`src/hw/usbirq_pkg.sv`:
```
// Package for the USB status interrupt logic: register map, bit layout,
// timing constants and the carrier structs.
// Assumes a 20 MHz system clock and a classic Wishbone register bus.
package usbirq_pkg;

	// Register word addresses (byte address, 32-bit aligned)
	localparam logic [3:0] USBIRQ_ADR_STATUS = 4'h0;
	localparam logic [3:0] USBIRQ_ADR_ENABLE = 4'h4;
	localparam logic [3:0] USBIRQ_ADR_ERRFLG = 4'h8;
	localparam logic [3:0] USBIRQ_ADR_ERREN = 4'hc;
	localparam logic [3:0] USBIRQ_ADR_DEVADR = 4'h0 + 4'h0 + 4'h0 + 4'h0;

	// Status and enable bit positions
	localparam int USBIRQ_B_RST = 0;
	localparam int USBIRQ_B_ERR = 1;
	localparam int USBIRQ_B_ACT = 2;
	localparam int USBIRQ_B_TRN = 3;
	localparam int USBIRQ_B_IDLE = 4;
	localparam int USBIRQ_B_STALL = 5;
	localparam int USBIRQ_B_SOF = 6;

	localparam logic [7:0] USBIRQ_STATUS_RST = 8'h00;
	localparam logic [7:0] USBIRQ_ERR_RST = 8'h00;
	// Writable status bits: all implemented except the error summary
	localparam logic [7:0] USBIRQ_STATUS_WMASK = 8'h7d;
	// Implemented error flag bits
	localparam logic [7:0] USBIRQ_ERR_MASK = 8'h9f;
	localparam logic [6:0] USBIRQ_ADDR_RST = 7'h00;
	localparam logic [31:0] USBIRQ_UNMAPPED = 32'h00000000;

	// Idle detection time
	localparam int USBIRQ_CLK_HZ = 20000000;
	localparam int USBIRQ_IDLE_MS = 3;
	localparam int USBIRQ_IDLE_CYC = USBIRQ_CLK_HZ / 1000 * USBIRQ_IDLE_MS;

	// Events from the serial interface engine, one-cycle pulses
	typedef struct packed {
		logic frame_start;
		logic stall_sent;
		logic trn_done;
		logic bus_reset;
		logic [7:0] err;
	} usbirq_evt_t;

	typedef struct packed {
		logic cyc;
		logic stb;
		logic we;
		logic [3:0] adr;
		logic [3:0] sel;
		logic [31:0] dat;
	} usbirq_wb_req_t;

endpackage

```
`src/hw/usbirq_top.sv`:
```
// USB status interrupt flags, enables, error layer and request output.
// Assumes the engine pulses are synchronous to clk_sys_i; the bus lines
// come from pins and are synchronised here.
// Unmapped addresses answer with zero and ignore writes.
//
// Contract
// - All USB interrupt sources merge into one request line.
// - The request is the OR of status flags, each gated by its own enable.
// - Enables gate only the request; flags still set while disabled.
// - Enabled error-layer flags set the top-level error summary flag.
// - A hardware-set flag other than the error summary stays set until firmware writes zero to it.
// - Firmware may set writable status flags as if hardware had.
// - The idle flag sets after 3 ms of continuous bus idle.
// - The stall flag sets when a STALL handshake has been sent.
// - The transaction flag sets when a transaction completes.
// - Clearing the transaction flag advances the transaction status fifo.
// - The activity flag sets on activity on the D+ or D- lines.
// - Only one activity event per resume; rearm needs a new idle.
// - The error summary is read only and shows unmasked errors only.
// - A bus reset sets its flag and zeroes the device address register.
`timescale 1ns/100ps
`default_nettype none

module usbirq_top
	import usbirq_pkg::*;
#(
	parameter int IDLE_CYC = usbirq_pkg::USBIRQ_IDLE_CYC
) (
	input wire logic clk_sys_i, // System clock, 20 MHz
	input wire logic resetn_i, // Async reset, active low
	input wire logic wb_cyc_i, // Wishbone cycle
	input wire logic wb_stb_i, // Wishbone strobe
	input wire logic wb_we_i, // Wishbone write
	input wire logic [3:0] wb_adr_i, // Wishbone byte address
	input wire logic [3:0] wb_sel_i, // Wishbone byte selects
	input wire logic [31:0] wb_dat_i, // Wishbone write data
	output logic [31:0] wb_dat_o, // Wishbone read data
	output logic wb_ack_o, // Wishbone acknowledge
	input wire logic [7:0] evt_err_i, // Error condition pulses
	input wire logic evt_frame_start_i, // Start-of-frame token received
	input wire logic evt_stall_sent_i, // STALL handshake sent
	input wire logic evt_trn_done_i, // Transaction completed
	input wire logic evt_bus_reset_i, // Valid bus reset seen
	input wire logic dp_i, // D+ line level (pin)
	input wire logic dm_i, // D- line level (pin)
	output logic fifo_advance_o, // Pulse: pop transaction status fifo
	output logic [6:0] device_address_o, // Device address register
	output logic usb_module_irq_request_o // Combined interrupt request
);
	import usbirq_pkg::*;

	typedef struct packed {
		logic line_prev;
		logic [31:0] idle_cnt;
		logic idle_seen;
		logic act_armed;
		logic [7:0] status;
		logic [7:0] enables;
		logic [7:0] err_flags;
		logic [7:0] err_enables;
		logic [6:0] dev_addr;
		logic ack;
		logic [31:0] rdata;
		logic advance;
	} usbirq_state_t;

	usbirq_state_t st_q;
	usbirq_state_t st_d;
	usbirq_evt_t evt;
	usbirq_wb_req_t req;

	logic dp_s;
	logic dm_s;
	logic line_idle;
	logic line_act;
	logic take;
	logic wr;
	logic [7:0] wv;
	logic hit_status;
	logic hit_enable;
	logic hit_errflg;
	logic hit_erren;
	logic [7:0] set_hw;
	logic [7:0] status_nx;
	logic [7:0] errf_nx;
	logic [31:0] rd_word;
	logic [31:0] idle_lim;
	assign idle_lim = 32'(IDLE_CYC);

	always_comb begin
		evt.frame_start = evt_frame_start_i;
		evt.stall_sent = evt_stall_sent_i;
		evt.trn_done = evt_trn_done_i;
		evt.bus_reset = evt_bus_reset_i;
		evt.err = evt_err_i;
		req.cyc = wb_cyc_i;
		req.stb = wb_stb_i;
		req.we = wb_we_i;
		req.adr = wb_adr_i;
		req.sel = wb_sel_i;
		req.dat = wb_dat_i;
	end

	////////////////////////////////////////////////////////////////////////
	// Pin synchronisers

	usbirq_sync2 u_dp_sync (
		.clk_sys_i(clk_sys_i),
		.resetn_i(resetn_i),
		.pin_i(dp_i),
		.sync_o(dp_s)
	);

	usbirq_sync2 u_dm_sync (
		.clk_sys_i(clk_sys_i),
		.resetn_i(resetn_i),
		.pin_i(dm_i),
		.sync_o(dm_s)
	);

	////////////////////////////////////////////////////////////////////////
	// Request decode and hardware set terms

	always_comb begin
		// Idle is the J state: D+ high, D- low
		line_idle = dp_s & ~dm_s;
		// Leaving idle is the activity edge; it repeats on each later J to K step
		line_act = st_q.line_prev & ~line_idle;
		// Bus slave: one-cycle ack, dropped the cycle after
		take = req.cyc & req.stb & ~st_q.ack;
		wr = take & req.we & req.sel[0];
		wv = req.dat[7:0];
		hit_status = req.adr == USBIRQ_ADR_STATUS;
		hit_enable = req.adr == USBIRQ_ADR_ENABLE;
		hit_errflg = req.adr == USBIRQ_ADR_ERRFLG;
		hit_erren = req.adr == USBIRQ_ADR_ERREN;
		set_hw = 8'h00;
		set_hw[USBIRQ_B_SOF] = evt.frame_start;
		set_hw[USBIRQ_B_STALL] = evt.stall_sent;
		set_hw[USBIRQ_B_TRN] = evt.trn_done;
		set_hw[USBIRQ_B_RST] = evt.bus_reset;
		set_hw[USBIRQ_B_IDLE] = st_q.idle_seen;
		// One activity event per resume, rearmed by idle
		set_hw[USBIRQ_B_ACT] = line_act & st_q.act_armed;
	end

	////////////////////////////////////////////////////////////////////////
	// Sticky flag cells

	// Only the status layer lets firmware set a flag
	for (genvar gi = 0; gi < 8; gi++) begin : g_status_cell
		usbirq_sticky_bit u_cell (
			.q_i(st_q.status[gi]),
			.wr_i(wr & hit_status),
			.wv_i(wv[gi]),
			.set_i(set_hw[gi] & USBIRQ_STATUS_WMASK[gi]),
			.wset_i(USBIRQ_STATUS_WMASK[gi]),
			.d_o(status_nx[gi])
		);
	end

	// Error flags only clear from firmware, never set
	for (genvar gi = 0; gi < 8; gi++) begin : g_error_cell
		usbirq_sticky_bit u_cell (
			.q_i(st_q.err_flags[gi]),
			.wr_i(wr & hit_errflg),
			.wv_i(wv[gi]),
			.set_i(evt.err[gi] & USBIRQ_ERR_MASK[gi]),
			.wset_i(1'b0),
			.d_o(errf_nx[gi])
		);
	end

	////////////////////////////////////////////////////////////////////////
	// Read data selection

	// Captured at the taking edge so it stands for the one ack cycle
	always_comb begin
		rd_word = USBIRQ_UNMAPPED;
		case (req.adr)
		USBIRQ_ADR_STATUS: begin
			rd_word = {24'h000000, st_q.status};
		end
		USBIRQ_ADR_ENABLE: begin
			rd_word = {24'h000000, st_q.enables};
		end
		USBIRQ_ADR_ERRFLG: begin
			rd_word = {24'h000000, st_q.err_flags};
		end
		USBIRQ_ADR_ERREN: begin
			rd_word = {24'h000000, st_q.err_enables};
		end
		default: begin
			rd_word = USBIRQ_UNMAPPED;
		end
		endcase
	end

	////////////////////////////////////////////////////////////////////////
	// Next state

	always_comb begin
		st_d = st_q;
		st_d.advance = 1'b0;

		// Level of the previous cycle, for the activity edge
		st_d.line_prev = line_idle;

		// Idle timer
		if (!line_idle) begin
			st_d.idle_cnt = 32'h00000000;
		end else if (st_q.idle_cnt < idle_lim) begin
			st_d.idle_cnt = st_q.idle_cnt + 32'h00000001;
		end
		st_d.idle_seen = 1'b0;
		if (line_idle && st_q.idle_cnt == idle_lim - 32'h00000001) begin
			st_d.idle_seen = 1'b1;
		end

		// Idle arms the activity event; the first activity disarms it
		if (st_q.idle_seen) begin
			st_d.act_armed = 1'b1;
		end else if (line_act) begin
			st_d.act_armed = 1'b0;
		end

		st_d.ack = take;

		// Error layer: sticky, write zero clears, set wins
		st_d.err_flags = errf_nx & USBIRQ_ERR_MASK;
		if (wr && hit_erren) begin
			st_d.err_enables = wv & USBIRQ_ERR_MASK;
		end
		if (wr && hit_enable) begin
			st_d.enables = wv & 8'h7f;
		end

		// Status: write of zero clears, write of one sets; hw set wins
		st_d.status = status_nx;
		if (wr && hit_status) begin
			if (st_q.status[USBIRQ_B_TRN] && !wv[USBIRQ_B_TRN]) begin
				st_d.advance = 1'b1;
			end
		end
		// Summary follows unmasked errors only, never written
		st_d.status[USBIRQ_B_ERR] =
			|(st_d.err_flags & st_d.err_enables);
		st_d.status[7] = 1'b0;

		// No bus write path: a status write must not move the address
		if (evt.bus_reset) begin
			st_d.dev_addr = USBIRQ_ADDR_RST;
		end

		st_d.rdata = USBIRQ_UNMAPPED;
		if (take) begin
			st_d.rdata = rd_word;
		end
	end

	////////////////////////////////////////////////////////////////////////
	// State register

	always_ff @(posedge clk_sys_i or negedge resetn_i) begin
		if (!resetn_i) begin
			st_q <= '0;
		end else begin
			st_q <= st_d;
		end
	end

	////////////////////////////////////////////////////////////////////////
	// Outputs

	assign wb_ack_o = st_q.ack;
	assign wb_dat_o = st_q.rdata;
	assign fifo_advance_o = st_q.advance;
	assign device_address_o = st_q.dev_addr;
	// Enables gate propagation only, not the flags
	assign usb_module_irq_request_o =
		|(st_q.status & st_q.enables);

endmodule // usbirq_top

////////////////////////////////////////////////////////////////////////////
// One sticky flag bit. A write of zero clears it; where firmware may set
// the bit, a write of one sets it. A hardware set in the same cycle wins,
// so an event is never lost to a clear that raced it.

module usbirq_sticky_bit (
	input wire logic q_i, // Present flag value
	input wire logic wr_i, // Write strobe for this register
	input wire logic wv_i, // Written bit value
	input wire logic set_i, // Hardware set term
	input wire logic wset_i, // Firmware may set this bit
	output logic d_o // Next flag value
);
	always_comb begin
		d_o = q_i;
		if (wr_i) begin
			d_o = wset_i ? wv_i : (q_i & wv_i);
		end
		if (set_i) begin
			d_o = 1'b1;
		end
	end

endmodule // usbirq_sticky_bit

////////////////////////////////////////////////////////////////////////////
// Two-flop synchroniser for a pin level

module usbirq_sync2 (
	input wire logic clk_sys_i, // System clock
	input wire logic resetn_i, // Async reset, active low
	input wire logic pin_i, // Asynchronous pin level
	output logic sync_o // Level after the second flop
);
	typedef struct packed {
		logic [1:0] stage;
	} usbirq_sync_t;

	usbirq_sync_t sy_q;
	usbirq_sync_t sy_d;

	// Only the second stage leaves, so the first may settle undisturbed
	always_comb begin
		sy_d.stage = {sy_q.stage[0], pin_i};
	end

	always_ff @(posedge clk_sys_i or negedge resetn_i) begin
		if (!resetn_i) begin
			sy_q <= '0;
		end else begin
			sy_q <= sy_d;
		end
	end

	assign sync_o = sy_q.stage[1];

endmodule // usbirq_sync2

`default_nettype wire

```
`config.mk`:
```
export PLATFORM = sky130hd
export DESIGN_NAME = usbirq_top
export DESIGN_NICKNAME = d
export VERILOG_FILES = /design/src/hw/usbirq_pkg.sv /design/src/hw/usbirq_top.sv
export SDC_FILE = /design/constraint.sdc
export NUM_CORES = 1
export LEC_CHECK = 0
export BUFFER_PORTS_ARGS = -buffer_cell sky130_fd_sc_hd__buf_2
export CAP_MARGIN = 10
export CORE_MARGIN = 2
export CORE_UTILIZATION = 40
export CTS_CLUSTER_SIZE = 12
export DETAILED_ROUTE_END_ITERATION = 10
export PLACE_DENSITY = 0.61
export SYNTH_ARGS = -nofsm -noshare
export SYNTH_HDL_FRONTEND = slang
export SYNTH_SLANG_ARGS = --single-unit
```
`constraint.sdc`:
```
create_clock -name clk_sys_i -period 2.1 [get_ports clk_sys_i]
set_input_delay 0.42 -clock clk_sys_i [delete_from_list [all_inputs] [get_ports clk_sys_i]]
set_output_delay 0.42 -clock clk_sys_i [all_outputs]
set_load 0.1 [all_outputs]
```
==> results of run 1 <==
## logic make-up (layout without fill, tap and decap cells)
logic type,count (synthesis),after routing,share of synthesized area [%]
mux,25,25,7.42
fa+ha+maj,1,1,0.348
simple gates,105,105,17.4
compound gates,60,60,12.1
buf+inv,57,87,10.4
flops,75,75,52.3
other cells,1,31,0.104
## registers in the layout (all words and copies together) (netlist names)
| signal | cells |
|---|---|
| fifo_advance_o | 1 |
| set_hw | 1 |
| u_dp_sync.sy_q | 2 |
| st_q | 60 |
| wb_dat_o | 8 |
| u_dm_sync.sy_q | 2 |
| wb_ack_o | 1 |
## cell usage in the layout, fill, tap and decap left out, drive strengths merged, types with 12 or more instances in the layout
master	instances
mux2	13
a21oi	15
conb	31
nand2	23
and2	16
a22oi	18
dfrtp	75
mux2i	12
buf	66
nor2	12
## report_power, final
group	total, mW	leakage (nW)	switching (mW)	internal [mW]
Clock	1.23	0.111	0.553	0.679
Combinational	0.493	0.842	0.404	0.0892
Sequential	1.50	0.972	0.0217	1.48
## through the flow
stage	setup WS [ns]	instances	instance area, sq um	setup TNS, ns
2_1_floorplan	0.0832	354	3700	0
3_3_place_gp	0.0237	476	3890	0
3_5_place_dp	0.00909	476	3890	0
4_1_cts	-0.0260	492	4120	-0.0260
5_1_grt	-0.0420	492	4150	-0.115
6_report	0.0603	492	4150	0
## area by class of cell
class	count	share of cell area [%]
Sequential cell	75	45.3
Timing Repair Buffer	66	9.99
Multi-Input combinational cell	222	35.6
Clock inverter	7	2.38
Tap cell	108	3.26
Clock buffer	9	2.99
Inverter	5	0.453
## how the worst max path moves through the flow
stage,endpoint,slack [ns],cells after the start
after floorplan,st_q[66]$_DFF_PN0_,0.08,7
after global placement,st_q[66]$_DFF_PN0_,0.02,6
after detailed placement,st_q[66]$_DFF_PN0_,0.009,6
after CTS,usb_module_irq_request_o,-0.03,3
after global routing,usb_module_irq_request_o,-0.04,3
final,usb_module_irq_request_o,0.06,3
## metal layers
metal / part of all wire (%) / wire, um / track usage (%)
met4: 0.74 / 51 / 4.43
met3: 4.9 / 337 / 4.26
met5: 0 / 0 / 0
met2: 49 / 3360 / 24.5
met1: 46 / 3160 / 20.3
## what timing repair did
item,4_1_cts,5_1_grt
endpoints found under the setup margin,1,8
pin swaps,2,1
gates resized for setup,2,6
hold buffers,0,0
==> impl_metrics.tcl, run 1 <==
set metrics [dict create \
    status "complete, no violations" \
    syn_avg_cell_area_sq_um 11.1 \
    clock_skew_ns 0.00826 \
    finalHoldViolCount 0 \
    rr_worst_depth 6 \
    rows 34 \
    drtAntennaViolNets 0 \
    cts-htree-levels 3 \
    r2r-end "st_q[89]$_DFFE_PN0P_" \
    fp.dieH_um 98.8 \
    yosysMostFrequentCell "dfrtp_1" \
    cts_tree "done" \
    grt_max_degree 43 \
    antenna_found_initial 0 \
    area_growth_pct 15.5 \
    hold_path_class "in -> async" \
    yosys-top-cells-area "dfrtp_1 (52%), buf_4 (8.2%), a22oi_1 (3.8%)" \
    p_leak_nw 1.92 \
    n_fill_cell 809 \
    path_buf_inv 1 \
    gp_congestion 0.839 \
    cts.sinks 75 \
    critPathKind "reg -> out" \
    setup_viol_count_final 0 \
    drc 0 \
    ios 101 \
    fmax_mhz 490 \
    dp_hpwl_um 4860 \
    wl_per_cell_um 14.0 \
    vdd_drop_max_v 0.000357 \
    diodes 0 \
    startpoint "st_q[60]$_DFFE_PN0P_" \
    grt_overflow 0 \
    first_iter_violations 85 \
    initial_core_util_pct 41.2 \
    grt_pass1_vias 2511 \
    synth_area_leader_cell "dfrtp_1" \
    synth_top_area_share_pct 52.3 \
    seq_area_sq_um 1880 \
    vias 2463 \
    maxCapViolations 0 \
    synth_edf_count 0 \
    clock_path_buffers 2 \
    whs_ns 0.0325 \
    start_kind "register" \
    rsz0062_at_grt "true" \
    synth.distinct_cells 49 \
    critPathRequiredTime_ns 1.68 \
    worstPathCellList "a222oi_1, nand3_1, buf_6" \
    grt_usage_pct 15.2 \
    coreArea_sq_um 8720 \
    ys_warn_count 0 \
    synth_area_sq_um 3590 \
    die_w_um 98.8 \
    io_buffers 40 \
    postCtsSetupRepairBufs 0 \
    layout_min_cycle_time_ns 2.04 \
    min_period_over_period_pct 97.1 \
    grt_pass1_wl_um 12100 \
    drive_above_1_share_pct 28.1 \
    maxSlewHeadroom_pct 60.2 \
    synthCells 324 \
    dieArea_sq_um 9750 \
    vias_per_cell 5.01 \
    cellPowerDensity_nw_per_um2 778 \
    crit_fanout 3 \
    r2r-start "st_q[93]$_DFFE_PN0P_" \
    ys_top_cells_by_count "dfrtp_1 (75), buf_4 (39), nand2_1 (23), a22oi_1 (18), and2_1 (16)" \
    p_total_mw 3.22 \
    wl_um 6910 \
    max_stage_delay_ns 0.47 \
    reg2reg_slack_ns 0.11 \
    ys_seq_elements 75 \
    cp_top_family "compound AO/OA/AOI/OAI gates" \
    cp.arrival_ns 1.62 \
    synth_seq_area_share_pct 52.3 \
    clock_latency_ns 0.35 \
    multiInputGateArea_sq_um 1480 \
    async_flop_share_pct 100 \
    drt_first_pass_iters 4 \
    cts.clk_slew.worst_paths_ns 0.08 \
    utilization_pct 47.5 \
    critPathSlowestCell "a222oi_1" \
    report.final.slew_viol_count 0 \
    cp-end-kind "output port" \
    root_buffer "clkbuf_8" \
    cts_made_buffers 9 \
    nets 439 \
    max_slew.worst_pin.slew_ns 0.596 \
    synth-main-ff-cell "dfrtp_1" \
]
Note: power is estimated with default switching activity, not from simulation.
==> run 2: changes to the inputs <==
Settings changed: CELL_PAD_IN_SITES_DETAIL_PLACEMENT set to 2, CELL_PAD_IN_SITES_GLOBAL_PLACEMENT set to 2, CORE_UTILIZATION 40 to 29, GPL_ROUTABILITY_DRIVEN set to 0, PLACE_DENSITY 0.61 to 0.72.
Clock period 2.1 ns to 1.8 ns, I/O delays scaled along.
==> impl_metrics.tcl, run 2 (synthesis gave the netlist of run 1 again) <==
set metrics [dict create \
    clock_path_buffers 2 \
    area_growth_pct 31.7 \
    start_kind "register" \
    vias_per_cell 4.74 \
    first_iter_violations 101 \
    cts-htree-levels 3 \
    ios 101 \
    hold_path_class "in -> async" \
    clock_skew_ns 0.00830 \
    p_leak_nw 2.14 \
    layout_common_cells "dfrtp_1 (74), buf_2 (38), buf_4 (38)" \
    dieArea_sq_um 13300 \
    setup_viol_count_final 9 \
    drtAntennaViolNets 0 \
    cp.arrival_ns 2.16 \
    cts_hold_buf 0 \
    rows 40 \
    maxSlewHeadroom_pct 65.8 \
    critPathRequiredTime_ns 2.06 \
    mostFrequentLayoutCell "dfrtp_1" \
    grt_max_degree 37 \
    grt_usage_pct 16.1 \
    vias 2709 \
    nets 458 \
    fmax_mhz 527 \
    coreArea_sq_um 12100 \
    grt_pass1_vias 3015 \
    utilization_pct 39.2 \
    vdd_drop_max_v 0.000523 \
    dp_worst_setup_slack_ns -0.354 \
    min_period_over_period_pct 105 \
    cts.sinks 75 \
    cellPowerDensity_nw_per_um2 920 \
    antenna_found_initial 0 \
    report.final.slew_viol_count 0 \
    dp_hpwl_um 6750 \
    critPathKind "reg -> reg" \
    diodes 0 \
    cp-end-kind "register" \
    drc 0 \
    max_slew.worst_pin.slew_ns 0.514 \
    grt_pass1_wl_um 16200 \
    worst_slack_ns -0.0981 \
    fp.dieH_um 115 \
    root_buffer "clkbuf_16" \
    rsz0062_at_grt "true" \
    largest_register_ffs 60 \
    cts_tree "done" \
    whs_ns -0.0170 \
    io_buffers 40 \
    cts_made_buffers 9 \
    regMostFlops "st_q" \
    drive_above_1_share_pct 37.5 \
    finalHoldViolCount 8 \
    grt_overflow 0 \
    clock_latency_ns 0.34 \
    wl_per_cell_um 17.8 \
    violations "hold timing, setup timing" \
    initial_core_util_pct 29.8 \
    cts.clk_slew.worst_paths_ns 0.06 \
    crit_fanout 4 \
    drt_first_pass_iters 4 \
    wl_um 10200 \
    die_w_um 115 \
    layout_min_cycle_time_ns 1.90 \
    maxCapViolations 0 \
    status "finished with violations" \
]
-- run 2: through the flow --
step	area [sq um]	total power, mW	std cells	hold slack, ns	TNS [ns]
after floorplan	3730	2.28	354	0.0644	-0.179
after detailed placement	4120	2.39	545	0.336	-2.79
final	4730	4.35	571	-0.0170	-0.457
after CTS	4630	4.40	567	0.00158	-0.408
after global placement	4120	2.38	545	0.335	-1.46
after global routing	4730	4.49	571	0.0181	-1.69
-- run 2: final timing paths --
path                                             start  slack [ns]                          end  cells past startpoint
setup reg to reg                 st_q[103]$_DFFE_PN0P_        -0.1         st_q[88]$_DFFE_PN0P_                      6
setup / recovery                 st_q[103]$_DFFE_PN0P_        -0.1         st_q[88]$_DFFE_PN0P_                      6
min in group clk_sys_i                            dp_i        0.13  u_dp_sync.sy_q[0]$_DFF_PN0_                      1
max in group asynchronous                     resetn_i        1.30         st_q[87]$_DFFE_PN0P_                      2
hold reg to reg            u_dm_sync.sy_q[0]$_DFF_PN0_        0.35  u_dm_sync.sy_q[1]$_DFF_PN0_                      0
hold / removal                                resetn_i       -0.02        wb_dat_o[3]$_DFF_PN0_                      1
-- run 2: cell type report --
type,instances,area [sq um]
multi-input cells,222,1680
flip-flops and latches,75,1880
fillers,1245,7330
clock buffers,10,229
repair buffers,85,621
inverters,5,18.8
well taps,168,210
clock inverters,6,87.6
-- run 2: what timing repair did --
item | CTS | global route
endpoints found under the setup margin | 19 | 28
pin swaps | 19 | 12
buffers inserted | 7 | 4
resized for setup | 35 | 14
-- run 2: metal layers --
| metal | up-vias | wire [um] | global-route usage [%] |
|---|---|---|---|
| li1 | 1239 | - | - |
| met1 | 1407 | 4270 | 19.1 |
| met2 | 49 | 5470 | 29.0 |
| met3 | 14 | 234 | 2.21 |
| met4 | 0 | 192 | 6.83 |
| met5 | - | 0 | 0 |
-- run 2: power breakdown --
part           total, mW  internal (mW)  switching [mW]
registers           1.76           1.73          0.0308
logic              0.652          0.147           0.504
clock network       1.94           1.22           0.723
-- run 2: critical path, stage by stage, from the launching register on --
cell and delay [ns]:
dfrtp_1 0.41, nor4_4 0.31, and4_4 0.31, nand4_4 0.16
buf_6 0.17, or3_1 0.31, a21oi_1 0.14
